## src/tseg_pkg.sv

```systemverilog
// package for the timer software event generation block
package tseg_pkg;

    // register byte offsets
    localparam logic [7:0]  TSEG_OFF_STATUS  = 8'h10;   // timer_status
    localparam logic [7:0]  TSEG_OFF_EGR     = 8'h14;   // event_generate
    localparam logic [7:0]  TSEG_OFF_CMR1    = 8'h18;   // channel12_mode
    localparam logic [7:0]  TSEG_OFF_CMR2    = 8'h1C;   // channel34_mode
    localparam logic [7:0]  TSEG_OFF_CTRL    = 8'h00;   // direction and update control
    localparam logic [7:0]  TSEG_OFF_IEN     = 8'h0C;   // interrupt mask
    localparam logic [7:0]  TSEG_OFF_CNT     = 8'h24;   // counter
    localparam logic [7:0]  TSEG_OFF_PSC     = 8'h28;   // prescale factor
    localparam logic [7:0]  TSEG_OFF_ARR     = 8'h2C;   // auto_reload_value
    localparam logic [7:0]  TSEG_OFF_CCR1    = 8'h34;   // ch1_capture_value, ch n at +4*(n-1)

    // event generate bit positions
    localparam int TSEG_BIT_UG  = 0;
    localparam int TSEG_BIT_CC1 = 1;
    localparam int TSEG_BIT_TG  = 6;

    // status bit positions
    localparam int TSEG_ST_UIF  = 0;
    localparam int TSEG_ST_CC1  = 1;
    localparam int TSEG_ST_TIF  = 6;
    localparam int TSEG_ST_OF1  = 9;
    localparam logic [31:0] TSEG_ST_MASK  = 32'h0000_1E5F;  // implemented status bits
    localparam logic [31:0] TSEG_EGR_MASK = 32'h0000_005F;  // implemented generate bits

    // control bit positions
    localparam int TSEG_CTL_CEN  = 0;
    localparam int TSEG_CTL_UPDATE_DISABLE = 1;
    localparam int TSEG_CTL_URS  = 2;
    localparam int TSEG_CTL_DIR  = 4;
    localparam int TSEG_CTL_CMS0 = 5;

    // reset values
    localparam logic [31:0] TSEG_RST_ZERO = 32'h0000_0000;
    localparam logic [15:0] TSEG_RST_ARR  = 16'hFFFF;

    // axi responses
    localparam logic [1:0] TSEG_RESP_OKAY   = 2'b00;
    localparam logic [1:0] TSEG_RESP_SLVERR = 2'b10;

    // bus slave states
    typedef enum logic [2:0] {
        TSEG_IDLE = 3'b001,
        TSEG_BUSY = 3'b010,
        TSEG_RESP = 3'b100
    } tseg_state_t;

    // forced events toward the counter core
    typedef struct packed {
        logic       update;
        logic [3:0] chan;
        logic       trigger;
    } tseg_evt_t;

endpackage

```

## src/tseg_prescaler.sv

```systemverilog
// prescaler counter with a clear from forced update
`timescale 1ns/1ns
module tseg_prescaler
    import tseg_pkg::*;
#(
    parameter int WIDTH = 16
)(
    input  wire logic             aclk,
    input  wire logic             aresetn,
    input  wire logic             run,
    input  wire logic             clear,
    input  wire logic [WIDTH-1:0] factor,
    output logic                  tick
);
    logic [WIDTH-1:0] cnt_reg;   // internal division count
    logic [WIDTH-1:0] cnt_next;

    // next count; the factor is never touched here
    always_comb
    begin
        cnt_next = cnt_reg;
        tick     = 1'b0;
        if (clear)
        begin
            cnt_next = '0;
        end
        else if (run)
        begin
            if (cnt_reg >= factor)
            begin
                cnt_next = '0;
                tick     = 1'b1;
            end
            else
            begin
                cnt_next = cnt_reg + 1'b1;
            end
        end
    end

    // count register
    always_ff @(posedge aclk)
    begin
        if (!aresetn)
            cnt_reg <= '0;
        else
            cnt_reg <= cnt_next;
    end
endmodule

```

## src/tseg_top.sv

```systemverilog
// timer event generation register with counter, capture and status
//
// Behaviour
// trigger generate bit makes event, self-clears
// trigger event sets flag, irq when enabled
// ch1 generate bit makes event, self-clears
// output channel: forced event only sets flag
// input channel: counter captured, flag set
// flag already set on capture sets overcapture
// channels 2 to 4 behave like channel 1
// update generate reinitialises counter, self-clears
// forced update clears prescaler count only
// load zero up/centre, reload value down
// channel 1/2 mode register resets to zero
// update flag set unless source-select or disable
// reserved and generate bits read as zero; control register returns its reserved bits as written
//
// Register access over AXI4-Lite was left to the implementer.
`timescale 1ns/1ns
module tseg_top
    import tseg_pkg::*;
#(
    parameter int CW = 16                    // counter width
)(
    input  wire logic         aclk,
    input  wire logic         aresetn,
    input  wire logic [7:0]   s_axi_awaddr,
    input  wire logic         s_axi_awvalid,
    output logic              s_axi_awready,
    input  wire logic [31:0]  s_axi_wdata,
    input  wire logic [3:0]   s_axi_wstrb,
    input  wire logic         s_axi_wvalid,
    output logic              s_axi_wready,
    output logic [1:0]        s_axi_bresp,
    output logic              s_axi_bvalid,
    input  wire logic         s_axi_bready,
    input  wire logic [7:0]   s_axi_araddr,
    input  wire logic         s_axi_arvalid,
    output logic              s_axi_arready,
    output logic [31:0]       s_axi_rdata,
    output logic [1:0]        s_axi_rresp,
    output logic              s_axi_rvalid,
    input  wire logic         s_axi_rready,
    output tseg_evt_t         forced_evt,
    output logic              irq
);
    // byte-enable merge used by every writable register except the generate register
    function automatic logic [31:0] wmerge(input logic [31:0] old, input logic [31:0] d, input logic [3:0] be);
        logic [31:0] r;
        r = old;
        for (int i = 0; i < 4; i++)
            if (be[i])
                r[i*8 +: 8] = d[i*8 +: 8];
        return r;
    endfunction

    // channel is input when its selection field is non-zero
    function automatic logic is_input(input logic [31:0] cmr, input int hi);
        return (hi != 0) ? (cmr[9:8] != 2'b00) : (cmr[1:0] != 2'b00);
    endfunction

    tseg_state_t       wst_reg, wst_next;      // write path state
    logic [7:0]        wad_reg, wad_next;      // latched write address
    logic              awh_reg, awh_next;      // address held
    logic [31:0]       wd_reg, wd_next;        // latched write data
    logic [3:0]        ws_reg, ws_next;        // latched strobes
    logic              wh_reg, wh_next;        // data held
    logic [1:0]        bresp_reg, bresp_next;
    tseg_state_t       rst_reg, rst_next;      // read path state
    logic [31:0]       rd_reg, rd_next;
    logic [1:0]        rresp_reg, rresp_next;

    logic [31:0]       ctrl_reg, ctrl_next;    // cen, update_disable, urs, dir, cms
    logic [31:0]       ien_reg, ien_next;      // interrupt mask
    logic [31:0]       st_reg, st_next;        // timer_status
    logic [31:0]       cmr1_reg, cmr1_next;    // channel12_mode
    logic [31:0]       cmr2_reg, cmr2_next;    // channel34_mode
    logic [CW-1:0]     cnt_reg, cnt_next;
    logic [CW-1:0]     psc_reg, psc_next;
    logic [CW-1:0]     arr_reg, arr_next;
    logic [CW-1:0]     ccr_reg [4];
    logic [CW-1:0]     ccr_next [4];
    tseg_evt_t         evt_reg, evt_next;      // pulse of forced events

    logic              do_write;               // write commits this cycle
    logic [31:0]       egr_wr;                 // generate bits written
    logic              tick;                   // prescaler output

    assign do_write = (wst_reg == TSEG_BUSY);
    // generate bits exist only for one cycle of a write; reserved ignored
    assign egr_wr   = (do_write && wad_reg == TSEG_OFF_EGR && ws_reg[0]) ? (wd_reg & TSEG_EGR_MASK) : '0;

    // prescaler counter, cleared by forced update
    tseg_prescaler #(.WIDTH(CW)) u_psc (
        .aclk    (aclk),
        .aresetn (aresetn),
        .run     (ctrl_reg[TSEG_CTL_CEN]),
        .clear   (egr_wr[TSEG_BIT_UG]),
        .factor  (psc_reg),
        .tick    (tick)
    );

    // axi write channel: take address and data in either order
    always_comb
    begin
        wst_next   = wst_reg;
        wad_next   = wad_reg;
        awh_next   = awh_reg;
        wd_next    = wd_reg;
        ws_next    = ws_reg;
        wh_next    = wh_reg;
        bresp_next = bresp_reg;
        case (wst_reg)
            TSEG_IDLE:
            begin
                if (s_axi_awvalid && !awh_reg)
                begin
                    wad_next = s_axi_awaddr;
                    awh_next = 1'b1;
                end
                if (s_axi_wvalid && !wh_reg)
                begin
                    wd_next = s_axi_wdata;
                    ws_next = s_axi_wstrb;
                    wh_next = 1'b1;
                end
                if (awh_next && wh_next)
                    wst_next = TSEG_BUSY;
            end
            TSEG_BUSY:
            begin
                // commit cycle; unmapped addresses answer slave error
                case (wad_reg)
                    TSEG_OFF_CTRL, TSEG_OFF_IEN, TSEG_OFF_STATUS, TSEG_OFF_EGR, TSEG_OFF_CMR1,
                    TSEG_OFF_CMR2, TSEG_OFF_CNT, TSEG_OFF_PSC, TSEG_OFF_ARR, TSEG_OFF_CCR1,
                    TSEG_OFF_CCR1 + 8'h04, TSEG_OFF_CCR1 + 8'h08, TSEG_OFF_CCR1 + 8'h0C:
                        bresp_next = TSEG_RESP_OKAY;
                    default:
                        bresp_next = TSEG_RESP_SLVERR;
                endcase
                awh_next = 1'b0;
                wh_next  = 1'b0;
                wst_next = TSEG_RESP;
            end
            TSEG_RESP:
            begin
                if (s_axi_bready)
                    wst_next = TSEG_IDLE;
            end
            default:
                wst_next = TSEG_IDLE;
        endcase
    end

    assign s_axi_awready = (wst_reg == TSEG_IDLE) && !awh_reg;
    assign s_axi_wready  = (wst_reg == TSEG_IDLE) && !wh_reg;
    assign s_axi_bvalid  = (wst_reg == TSEG_RESP);
    assign s_axi_bresp   = bresp_reg;

    // axi read channel, one cycle to data
    always_comb
    begin
        rst_next   = rst_reg;
        rd_next    = rd_reg;
        rresp_next = rresp_reg;
        case (rst_reg)
            TSEG_IDLE:
            begin
                if (s_axi_arvalid)
                begin
                    rst_next   = TSEG_RESP;
                    rresp_next = TSEG_RESP_OKAY;
                    case (s_axi_araddr)
                        TSEG_OFF_CTRL:         rd_next = ctrl_reg;
                        TSEG_OFF_IEN:          rd_next = ien_reg;
                        TSEG_OFF_STATUS:       rd_next = st_reg;
                        TSEG_OFF_EGR:          rd_next = '0;
                        TSEG_OFF_CMR1:         rd_next = cmr1_reg;
                        TSEG_OFF_CMR2:         rd_next = cmr2_reg;
                        TSEG_OFF_CNT:          rd_next = 32'(cnt_reg);
                        TSEG_OFF_PSC:          rd_next = 32'(psc_reg);
                        TSEG_OFF_ARR:          rd_next = 32'(arr_reg);
                        TSEG_OFF_CCR1:         rd_next = 32'(ccr_reg[0]);
                        TSEG_OFF_CCR1 + 8'h04: rd_next = 32'(ccr_reg[1]);
                        TSEG_OFF_CCR1 + 8'h08: rd_next = 32'(ccr_reg[2]);
                        TSEG_OFF_CCR1 + 8'h0C: rd_next = 32'(ccr_reg[3]);
                        default:
                        begin
                            rd_next    = '0;
                            rresp_next = TSEG_RESP_SLVERR;
                        end
                    endcase
                end
            end
            TSEG_RESP:
            begin
                if (s_axi_rready)
                    rst_next = TSEG_IDLE;
            end
            default:
                rst_next = TSEG_IDLE;
        endcase
    end

    assign s_axi_arready = (rst_reg == TSEG_IDLE);
    assign s_axi_rvalid  = (rst_reg == TSEG_RESP);
    assign s_axi_rdata   = rd_reg;
    assign s_axi_rresp   = rresp_reg;

    // timer state: registers, counter, forced events and flags
    always_comb
    begin
        logic [31:0] clr;
        logic        sw_load;
        clr       = '0;
        sw_load   = 1'b0;
        ctrl_next = ctrl_reg;
        ien_next  = ien_reg;
        cmr1_next = cmr1_reg;
        cmr2_next = cmr2_reg;
        psc_next  = psc_reg;
        arr_next  = arr_reg;
        cnt_next  = cnt_reg;
        for (int c = 0; c < 4; c++)
            ccr_next[c] = ccr_reg[c];
        if (do_write)
        begin
            case (wad_reg)
                TSEG_OFF_CTRL:   ctrl_next = wmerge(ctrl_reg, wd_reg, ws_reg);
                TSEG_OFF_IEN:    ien_next  = wmerge(ien_reg, wd_reg, ws_reg) & TSEG_ST_MASK;
                TSEG_OFF_STATUS: clr       = ~wmerge(~TSEG_RST_ZERO, wd_reg, ws_reg); // zero clears
                TSEG_OFF_CMR1:   cmr1_next = wmerge(cmr1_reg, wd_reg, ws_reg) & 32'h0000_FFFF;
                TSEG_OFF_CMR2:   cmr2_next = wmerge(cmr2_reg, wd_reg, ws_reg) & 32'h0000_FFFF;
                TSEG_OFF_PSC:    psc_next  = CW'(wmerge(32'(psc_reg), wd_reg, ws_reg));
                TSEG_OFF_ARR:    arr_next  = CW'(wmerge(32'(arr_reg), wd_reg, ws_reg));
                TSEG_OFF_CNT:
                begin
                    cnt_next = CW'(wmerge(32'(cnt_reg), wd_reg, ws_reg));
                    sw_load  = 1'b1;
                end
                TSEG_OFF_CCR1:         ccr_next[0] = CW'(wmerge(32'(ccr_reg[0]), wd_reg, ws_reg));
                TSEG_OFF_CCR1 + 8'h04: ccr_next[1] = CW'(wmerge(32'(ccr_reg[1]), wd_reg, ws_reg));
                TSEG_OFF_CCR1 + 8'h08: ccr_next[2] = CW'(wmerge(32'(ccr_reg[2]), wd_reg, ws_reg));
                TSEG_OFF_CCR1 + 8'h0C: ccr_next[3] = CW'(wmerge(32'(ccr_reg[3]), wd_reg, ws_reg));
                default:               ;
            endcase
        end
        // free counting on prescaler tick, simple up or down
        if (!sw_load && tick)
            cnt_next = ctrl_reg[TSEG_CTL_DIR] ? cnt_reg - 1'b1 : cnt_reg + 1'b1;
        // forced update wins over counting; centre mode counts as up
        if (egr_wr[TSEG_BIT_UG])
        begin
            if (ctrl_reg[TSEG_CTL_DIR] && ctrl_reg[TSEG_CTL_CMS0 +: 2] == 2'b00)
                cnt_next = arr_reg;
            else
                cnt_next = '0;
        end
        // flags: set wins over a same-cycle software clear
        st_next = st_reg & ~clr;
        if (egr_wr[TSEG_BIT_UG] && !ctrl_reg[TSEG_CTL_URS] && !ctrl_reg[TSEG_CTL_UPDATE_DISABLE])
            st_next[TSEG_ST_UIF] = 1'b1;
        if (egr_wr[TSEG_BIT_TG])
            st_next[TSEG_ST_TIF] = 1'b1;
        for (int c = 0; c < 4; c++)
        begin
            if (egr_wr[TSEG_BIT_CC1 + c])
            begin
                st_next[TSEG_ST_CC1 + c] = 1'b1;
                if (is_input(c < 2 ? cmr1_reg : cmr2_reg, c % 2))
                begin
                    ccr_next[c] = cnt_reg;
                    if (st_reg[TSEG_ST_CC1 + c])
                        st_next[TSEG_ST_OF1 + c] = 1'b1;
                end
            end
        end
        st_next = st_next & TSEG_ST_MASK;
        // one-cycle pulses to the counter core and dma logic
        evt_next.update  = egr_wr[TSEG_BIT_UG] && !ctrl_reg[TSEG_CTL_UPDATE_DISABLE];
        evt_next.chan    = egr_wr[TSEG_BIT_CC1 +: 4];
        evt_next.trigger = egr_wr[TSEG_BIT_TG];
    end

    assign forced_evt = evt_reg;
    assign irq        = |(st_reg & ien_reg);

    // registers only
    always_ff @(posedge aclk)
    begin
        if (!aresetn)
        begin
            wst_reg   <= TSEG_IDLE;
            wad_reg   <= '0;
            awh_reg   <= 1'b0;
            wd_reg    <= '0;
            ws_reg    <= '0;
            wh_reg    <= 1'b0;
            bresp_reg <= TSEG_RESP_OKAY;
            rst_reg   <= TSEG_IDLE;
            rd_reg    <= '0;
            rresp_reg <= TSEG_RESP_OKAY;
            ctrl_reg  <= TSEG_RST_ZERO;
            ien_reg   <= TSEG_RST_ZERO;
            st_reg    <= TSEG_RST_ZERO;
            cmr1_reg  <= TSEG_RST_ZERO;
            cmr2_reg  <= TSEG_RST_ZERO;
            cnt_reg   <= '0;
            psc_reg   <= '0;
            arr_reg   <= CW'(TSEG_RST_ARR);
            for (int c = 0; c < 4; c++)
                ccr_reg[c] <= '0;
            evt_reg   <= '0;
        end
        else
        begin
            wst_reg   <= wst_next;
            wad_reg   <= wad_next;
            awh_reg   <= awh_next;
            wd_reg    <= wd_next;
            ws_reg    <= ws_next;
            wh_reg    <= wh_next;
            bresp_reg <= bresp_next;
            rst_reg   <= rst_next;
            rd_reg    <= rd_next;
            rresp_reg <= rresp_next;
            ctrl_reg  <= ctrl_next;
            ien_reg   <= ien_next;
            st_reg    <= st_next;
            cmr1_reg  <= cmr1_next;
            cmr2_reg  <= cmr2_next;
            cnt_reg   <= cnt_next;
            psc_reg   <= psc_next;
            arr_reg   <= arr_next;
            for (int c = 0; c < 4; c++)
                ccr_reg[c] <= ccr_next[c];
            evt_reg   <= evt_next;
        end
    end
endmodule
```

## config.mk

```make
export PLATFORM = sky130hd
export DESIGN_NAME = tseg_top
export DESIGN_NICKNAME = d
export VERILOG_FILES = /design/src/tseg_pkg.sv /design/src/tseg_prescaler.sv /design/src/tseg_top.sv
export SDC_FILE = /design/constraint.sdc
export NUM_CORES = 1
export LEC_CHECK = 0
export CAP_MARGIN = 10
export CELL_PAD_IN_SITES_DETAIL_PLACEMENT = 0
export CELL_PAD_IN_SITES_GLOBAL_PLACEMENT = 2
export CORE_AREA = 2 2 209 211
export DETAILED_ROUTE_END_ITERATION = 7
export DIE_AREA = 0 0 211 213
export DONT_BUFFER_PORTS = 1
export GPL_TIMING_DRIVEN = 0
export PLACE_DENSITY_LB_ADDON = 0.1
export SYNTH_ARGS = -nofsm -noshare
export SYNTH_HDL_FRONTEND = slang
export SYNTH_HIERARCHICAL = 1
export SYNTH_SLANG_ARGS = --single-unit
```

## constraint.sdc

```tcl
create_clock -name aclk -period 2.6 [get_ports aclk]
set_input_delay 0.39 -clock aclk [delete_from_list [all_inputs] [get_ports aclk]]
set_output_delay 0.39 -clock aclk [all_outputs]
set_load 0.02 [all_outputs]
```

==> results.md, run 1 <==
- Run status: finished with violations
- Violations in the final reports: setup timing
- Placeable Area: 42,700 µm²
- Min-Delay Path Class: in2reg
- Library cells used by synthesis: 84
- Library cell with the largest summed area after synthesis: dfxtp_1
- Overall via count from detail_route: 14,400
- Root Buffer: clkbuf_16
- Proportion of netlist area held by the largest area contributor: 39.9%
- Cell at the slowest stage of the critical path: or4b_4
- Most used standard cells in the synthesized netlist: dfxtp_1, nand2_1, nand3_1
- Final weighted congestion in routability-driven placement: 0.931
- Largest fanout on the critical path: 7
- Max frequency: 356 MHz
- Number of enable-type register cells in the synthesized netlist: 0
- Final setup violation count: 16
- Primary FF master, synth: dfxtp_1
- Die extent in y: 213 µm
- Total overflow reported by the global router: 0
- Initial core utilization: 35.6%
- Floorplan die area: 44,900 µm²
- Fraction of the yosys area taken by sequential cells: 39.9%
- Power density over cell area: 599 nW/µm²
- Residual antenna-violating net count after detailed routing: 0
- Pre-CTS setup slack: -0.912 ns
- Count of placed standard cells including taps: 2,321
- Number of search-and-repair iterations in the first detailed-routing pass: 8
- Capture point of the worst reg-to-reg path: cnt_reg[7]
- Most repeated cell in the gate-level netlist after synthesis: dfxtp_1
- Post-DP HPWL: 50.4 mm
- Netlist area before placement: 15,200 µm²
- Internal reg-to-reg setup slack: -0.21 ns
- Share of post-route cells with drive strength above 1: 13.9%
- Syn Inst Count: 1,774
- Number of buffers created by CTS: 38
- I/O pin total: 107
- Number of design-rule violations left by the first detailed-router iteration: 1,343
- Total count of hold-check failures in the final report: 0
- First element of the critical path: psc_reg[12]
- Final count of pins violating max slew: 0
- Wirelength, routed: 68.7 mm
- Global-route usage over all layers: 30.4%
- Unrepaired setup endpoints after global routing: yes
- Crit end category: register
- Max H-tree Level: 2
- Clock input transition at the sequential cells of the worst setup and hold paths: 0.05 ns
- Number of flip-flops under the largest register name: 64
- Final worst path period share: 108%
- Detailed-route DRC error count: 0
- Worst EP required: 3.04 ns
- Final standard cell count with taps included and fillers excluded: 2,468
- Last element of the critical path: cnt_reg[7]
- Tightest hold margin: 0.0240 ns
- Wire length of the first global-routing pass: 97.9 mm
- Transition at the pin with the smallest max-transition slack: 1.26 ns
- Number of core rows: 76
- Via count of the first global-routing pass: 13,800
- Min Tclk post-route: 2.81 ns
- Worst relative slew slack: 16.0%
- Via density: 5.84
- Cell types with the largest area share after synthesis: dfxtp_1, mux2i_1, nand2_1, nand3_1, a21boi_0
- Count of warnings emitted by yosys: 6
- Sort of element at the start of the critical path: register
- Setup slack after layout: -0.206 ns
- Ys async rst share: 0%
- Delay of the slowest cell on the worst path: 0.50 ns
- Post-DR wirelength/cell: 27.8 µm
- Beginning of the worst register-to-register path: psc_reg[12]
- Flop and latch count out of synthesis: 303
- Crit path cell chain: inv_4, ha_4, nand4_4, nor3_4, or4b_4, nand3_2, and3b_2, buf_6, nand2_8, or3_1, a32oi_1, a21oi_1
- Die width: 211 µm
- Max Root-Sink Buffers: 3
- Reg2Reg Depth: 12
- Initial antenna violation count: 2
- Worst path arrival time: 3.25 ns
- Mean Syn Cell Area: 8.56 µm²
- # nets final: 1,984
- TritonCTS clock tree: built
- Setup skew after layout: 0.0349 ns
- Critical path type: reg2reg
- Largest net degree at the start of global routing: 20
- Max Cap Viol: 0
- Clk_lat worst skew: 0.58 ns
- Sinks on Clock Net: 303
- Number of buffers added on ports: 0
- Layout area overhead: 21.3%
- Worst vdd ir: 0.425 mV
- Static Leak: 0.00785 µW
==> where the power goes <==
part | internal (µW) | switching, µW | leakage (µW)
registers | 4700 | 93.0 | 0.00247
logic | 260 | 613 | 0.00477
clock network | 3190 | 2180 | 0.000621
total | 8140 | 2880 | 0.00785
==> worst max-delay path: cells and delay by family (launching register included) <==
| family | cells | cell delay (ns) |
|---|---|---|
| compound gates | 2 | 0.27 |
| fa+ha+maj | 1 | 0.26 |
| buf+inv | 2 | 0.19 |
| flops | 1 | 0.36 |
| simple gates | 7 | 1.61 |
==> final cells by class <==
cell class / instances / area, µm²
Sequential cell: 303 / 6130
Inverter: 30 / 123
Clock inverter: 12 / 133
Fill cell: 4318 / 24300
Tap cell: 546 / 683
Clock buffer: 56 / 1120
Timing Repair Buffer: 82 / 767
Antenna cell: 1 / 2.50
Multi-Input combinational cell: 1314 / 8870
Buffer: 124 / 598
==> logic make-up after synthesis <==
family	share of synthesized area, %
buffers and inverters	4.44
other	0.0247
flip-flops	39.9
adder cells (fa/ha/maj)	2.69
multiplexers	8.21
AND/OR/NAND/NOR	23.3
AO/OA/AOI/OAI	19.9
XOR/XNOR	1.50
==> metrics by stage <==
step	area (µm²)	total power (µW)	util, %	setup TNS (ns)
4_1_cts	18200	11100	42.7	-2.23
3_5_place_dp	15900	5680	37.2	-30.44
5_1_grt	18400	11400	43.1	-3.47
6_report	18400	11000	43.1	-1.49
3_3_place_gp	15900	5670	37.2	-30.98
2_1_floorplan	15200	5320	-	0
==> layer usage <==
metal	GRT usage [%]	vias to the layer above	wire length, µm	part of all wire, %
met4	11.1	0	2110	3.1
li1	-	6602	-	-
met5	0	-	0	0
met1	41.5	7118	30800	45
met2	48.8	575	31300	46
met3	4.31	118	4470	6.5
==> how the worst min path moves through the flow <==
| stage | from | end | slack, ns | cells past startpoint |
|---|---|---|---|---|
| 6_report | s_axi_awvalid | awh_reg | 0.02 | 2 |
| 3_3_place_gp | cmr2_reg[4] | cmr2_reg[4] | 0.45 | 2 |
| 3_5_place_dp | wd_reg[29] | wd_reg[29] | 0.46 | 2 |
| 5_1_grt | s_axi_awvalid | awh_reg | 0.04 | 2 |
| 2_1_floorplan | ctrl_reg[1] | forced_evt[5] | 0.43 | 1 |
| 4_1_cts | s_axi_awvalid | awh_reg | 0.009 | 2 |
==> what timing repair did <==
item / CTS / global route
endpoints found under the hold margin: 44 / 0
resized for setup: 125 / 36
setup buffers: 25 / 11
endpoints found under the setup margin: 129 / 149
hold buffers: 44 / 0
pin swaps: 31 / 9
cloned: 2 / 0
==> layout by cell type (no fill, tap or decap), drive strengths merged, types with 32 or more instances in the layout <==
master         n
nor2          75
inv           32
a21oi         45
a21boi        96
nand3        168
mux2i        119
dfxtp        303
o21ai         62
buf           72
dlygate4sd3   44
a22oi         33
nand2        299
clkbuf       145
o211a         65
nor2b         75
Power figures use the tool's default switching activity.
==> run 2: changes to the inputs <==
==> constraint.sdc (replaced) <==
create_clock -name aclk -period 2.6 [get_ports aclk]
set_input_delay 0.52 -clock aclk [delete_from_list [all_inputs] [get_ports aclk]]
set_output_delay 0.52 -clock aclk [all_outputs]
set_load 0.1 [all_outputs]
==> results.md, run 2 (synthesis gave the netlist of run 1 again) <==
- Run status: finished with violations
- Worst EP required: 3.04 ns
- Reg2Reg Depth: 12
- Transition at the pin with the smallest max-transition slack: 1.30 ns
- Largest net degree at the start of global routing: 20
- Power density over cell area: 616 nW/µm²
- Global-route usage over all layers: 30.3%
- Min Tclk post-route: 2.82 ns
- Number of core rows: 76
- Wire length of the first global-routing pass: 97.4 mm
- Number of buffers added on ports: 0
- Share of post-route cells with drive strength above 1: 13.1%
- Pre-CTS setup slack: -0.899 ns
- Clock input transition at the sequential cells of the worst setup and hold paths: 0.06 ns
- Overall via count from detail_route: 14,300
- Hold Path Depth: 2
- Total overflow reported by the global router: 0
- Residual antenna-violating net count after detailed routing: 0
- Worst vdd ir: 0.542 mV
- Max H-tree Level: 2
- Detailed-route DRC error count: 1
- I/O pin total: 107
- Summed negative setup slack over all endpoints: -1.81 ns
- Number of buffers created by CTS: 38
- Detailed-route wire length on metal 1: 30.4 mm
- Highest Signal Layer: met4
- Critical path type: reg2reg
- Placeable Area: 42,700 µm²
- Final worst path period share: 109%
- Initial core utilization: 35.6%
- Most common library cell in the layout ignoring fill and taps: nand2_1
- Violations in the final reports: DRC, setup timing
- Floorplan die area: 44,900 µm²
- Final count of pins violating max slew: 0
- Number of flip-flops under the largest register name: 64
- Largest fanout on the critical path: 8
- Worst relative slew slack: 13.2%
- Max frequency: 354 MHz
- # nets final: 1,932
- Unrepaired setup endpoints after global routing: yes
- Post-DP HPWL: 50.3 mm
- Setup slack after layout: -0.224 ns
- Final weighted congestion in routability-driven placement: 0.948
- TritonCTS clock tree: built
- Root Buffer: clkbuf_16
- Min-Delay Path Class: in2reg
- Via density: 5.90
- Static Leak: 0.00763 µW
- Die extent in y: 213 µm
- Post-DR wirelength/cell: 28.3 µm
- Setup skew after layout: 0.0294 ns
- Number of search-and-repair iterations in the first detailed-routing pass: 8
- Met2 routed WL: 30.9 mm
- Layout area overhead: 18.0%
- Number of design-rule violations left by the first detailed-router iteration: 1,330
- Sort of element at the start of the critical path: register
- Via count of the first global-routing pass: 13,600
- Wirelength, routed: 68.5 mm
- Die width: 211 µm
- Max Root-Sink Buffers: 3
- Crit end category: register
- Worst path arrival time: 3.27 ns
- Final setup violation count: 16
- Quantity of hold-fixing buffers added after cts: 0
- Total count of hold-check failures in the final report: 0
- Clk_lat worst skew: 0.58 ns
- Initial antenna violation count: 1
- Leading cell types in the layout, fill and taps excluded: nand2_1, dfxtp_1, nand3_1
- Max Cap Viol: 0
- Detailed-routed wire length on met3: 4.84 mm
- Sinks on Clock Net: 303
-- run 2: cell types whose count changed in the layout (fill, tap and decap cells not counted), moves of 4 or more --
cell	previous run	this run
a21oi_4	0	5
nand2_1	288	293
buf_4	37	24
a21oi_2	8	3
dlygate4sd3_1	44	0
nand2_2	9	5
clkbuf_1	88	93
-- run 2: power breakdown --
group          total (µW)  internal [µW]  switching (µW)
registers            4800           4700             105
logic                 886            222             664
clock network        5350           3140            2210
total               11000           8060            2980
-- run 2: through the flow --
stage	hold WS, ns	util (%)	area (µm²)	std cells	power [µW]
2_1_floorplan	0.433	-	15200	1775	5390
3_3_place_gp	0.453	37.2	15900	2321	5750
3_5_place_dp	0.459	37.5	16000	2326	5750
4_1_cts	0.0636	41.7	17800	2414	11100
5_1_grt	0.0764	42.0	17900	2416	11400
6_report	0.0888	42.0	17900	2417	11000
-- run 2: worst paths after layout --
kind | endpoint | startpoint | slack, ns
worst min register to register | cmr2_reg[10] | cmr2_reg[10] | 0.46
worst min-delay path | wd_reg[10] | s_axi_wdata[10] | 0.09
worst max-delay path | cnt_reg[7] | psc_reg[12] | -0.22
worst max register to register | cnt_reg[7] | psc_reg[12] | -0.22
-- run 2: layout make-up --
cell class	count	area [µm²]
clock buffer	59	1110
timing repair buffer	29	310
antenna	1	2.50
sequential	303	6120
clock inverter	10	119
buffer	125	604
fill	4341	24800
multi-input combinational	1314	8860
inverter	30	120
tap	546	683
-- run 2: layer usage --
| layer | global-route usage [%] | vias to the layer above |
|---|---|---|
| li1 | - | 6505 |
| met1 | 41.4 | 7079 |
| met2 | 48.5 | 556 |
| met3 | 5.15 | 130 |
| met4 | 10.4 | 0 |
| met5 | 0 | - |
-- run 2: critical path: stages (launching register included) --
cell	delay, ns
dfxtp_4	0.35
inv_2	0.04
ha_4	0.27
nand4_4	0.13
nor3_4	0.15
or4b_4	0.50
nand3_2	0.10
and3b_2	0.30
buf_6	0.14
nand2_8	0.07
or3_1	0.38
a32oi_1	0.18
a21oi_1	0.08
-- run 2: repair_timing --
action,4_1_cts,5_1_grt
pin swaps,27,8
cloned,1,0
gates resized for setup,108,39
setup endpoints to repair,156,114
setup buffers,20,3
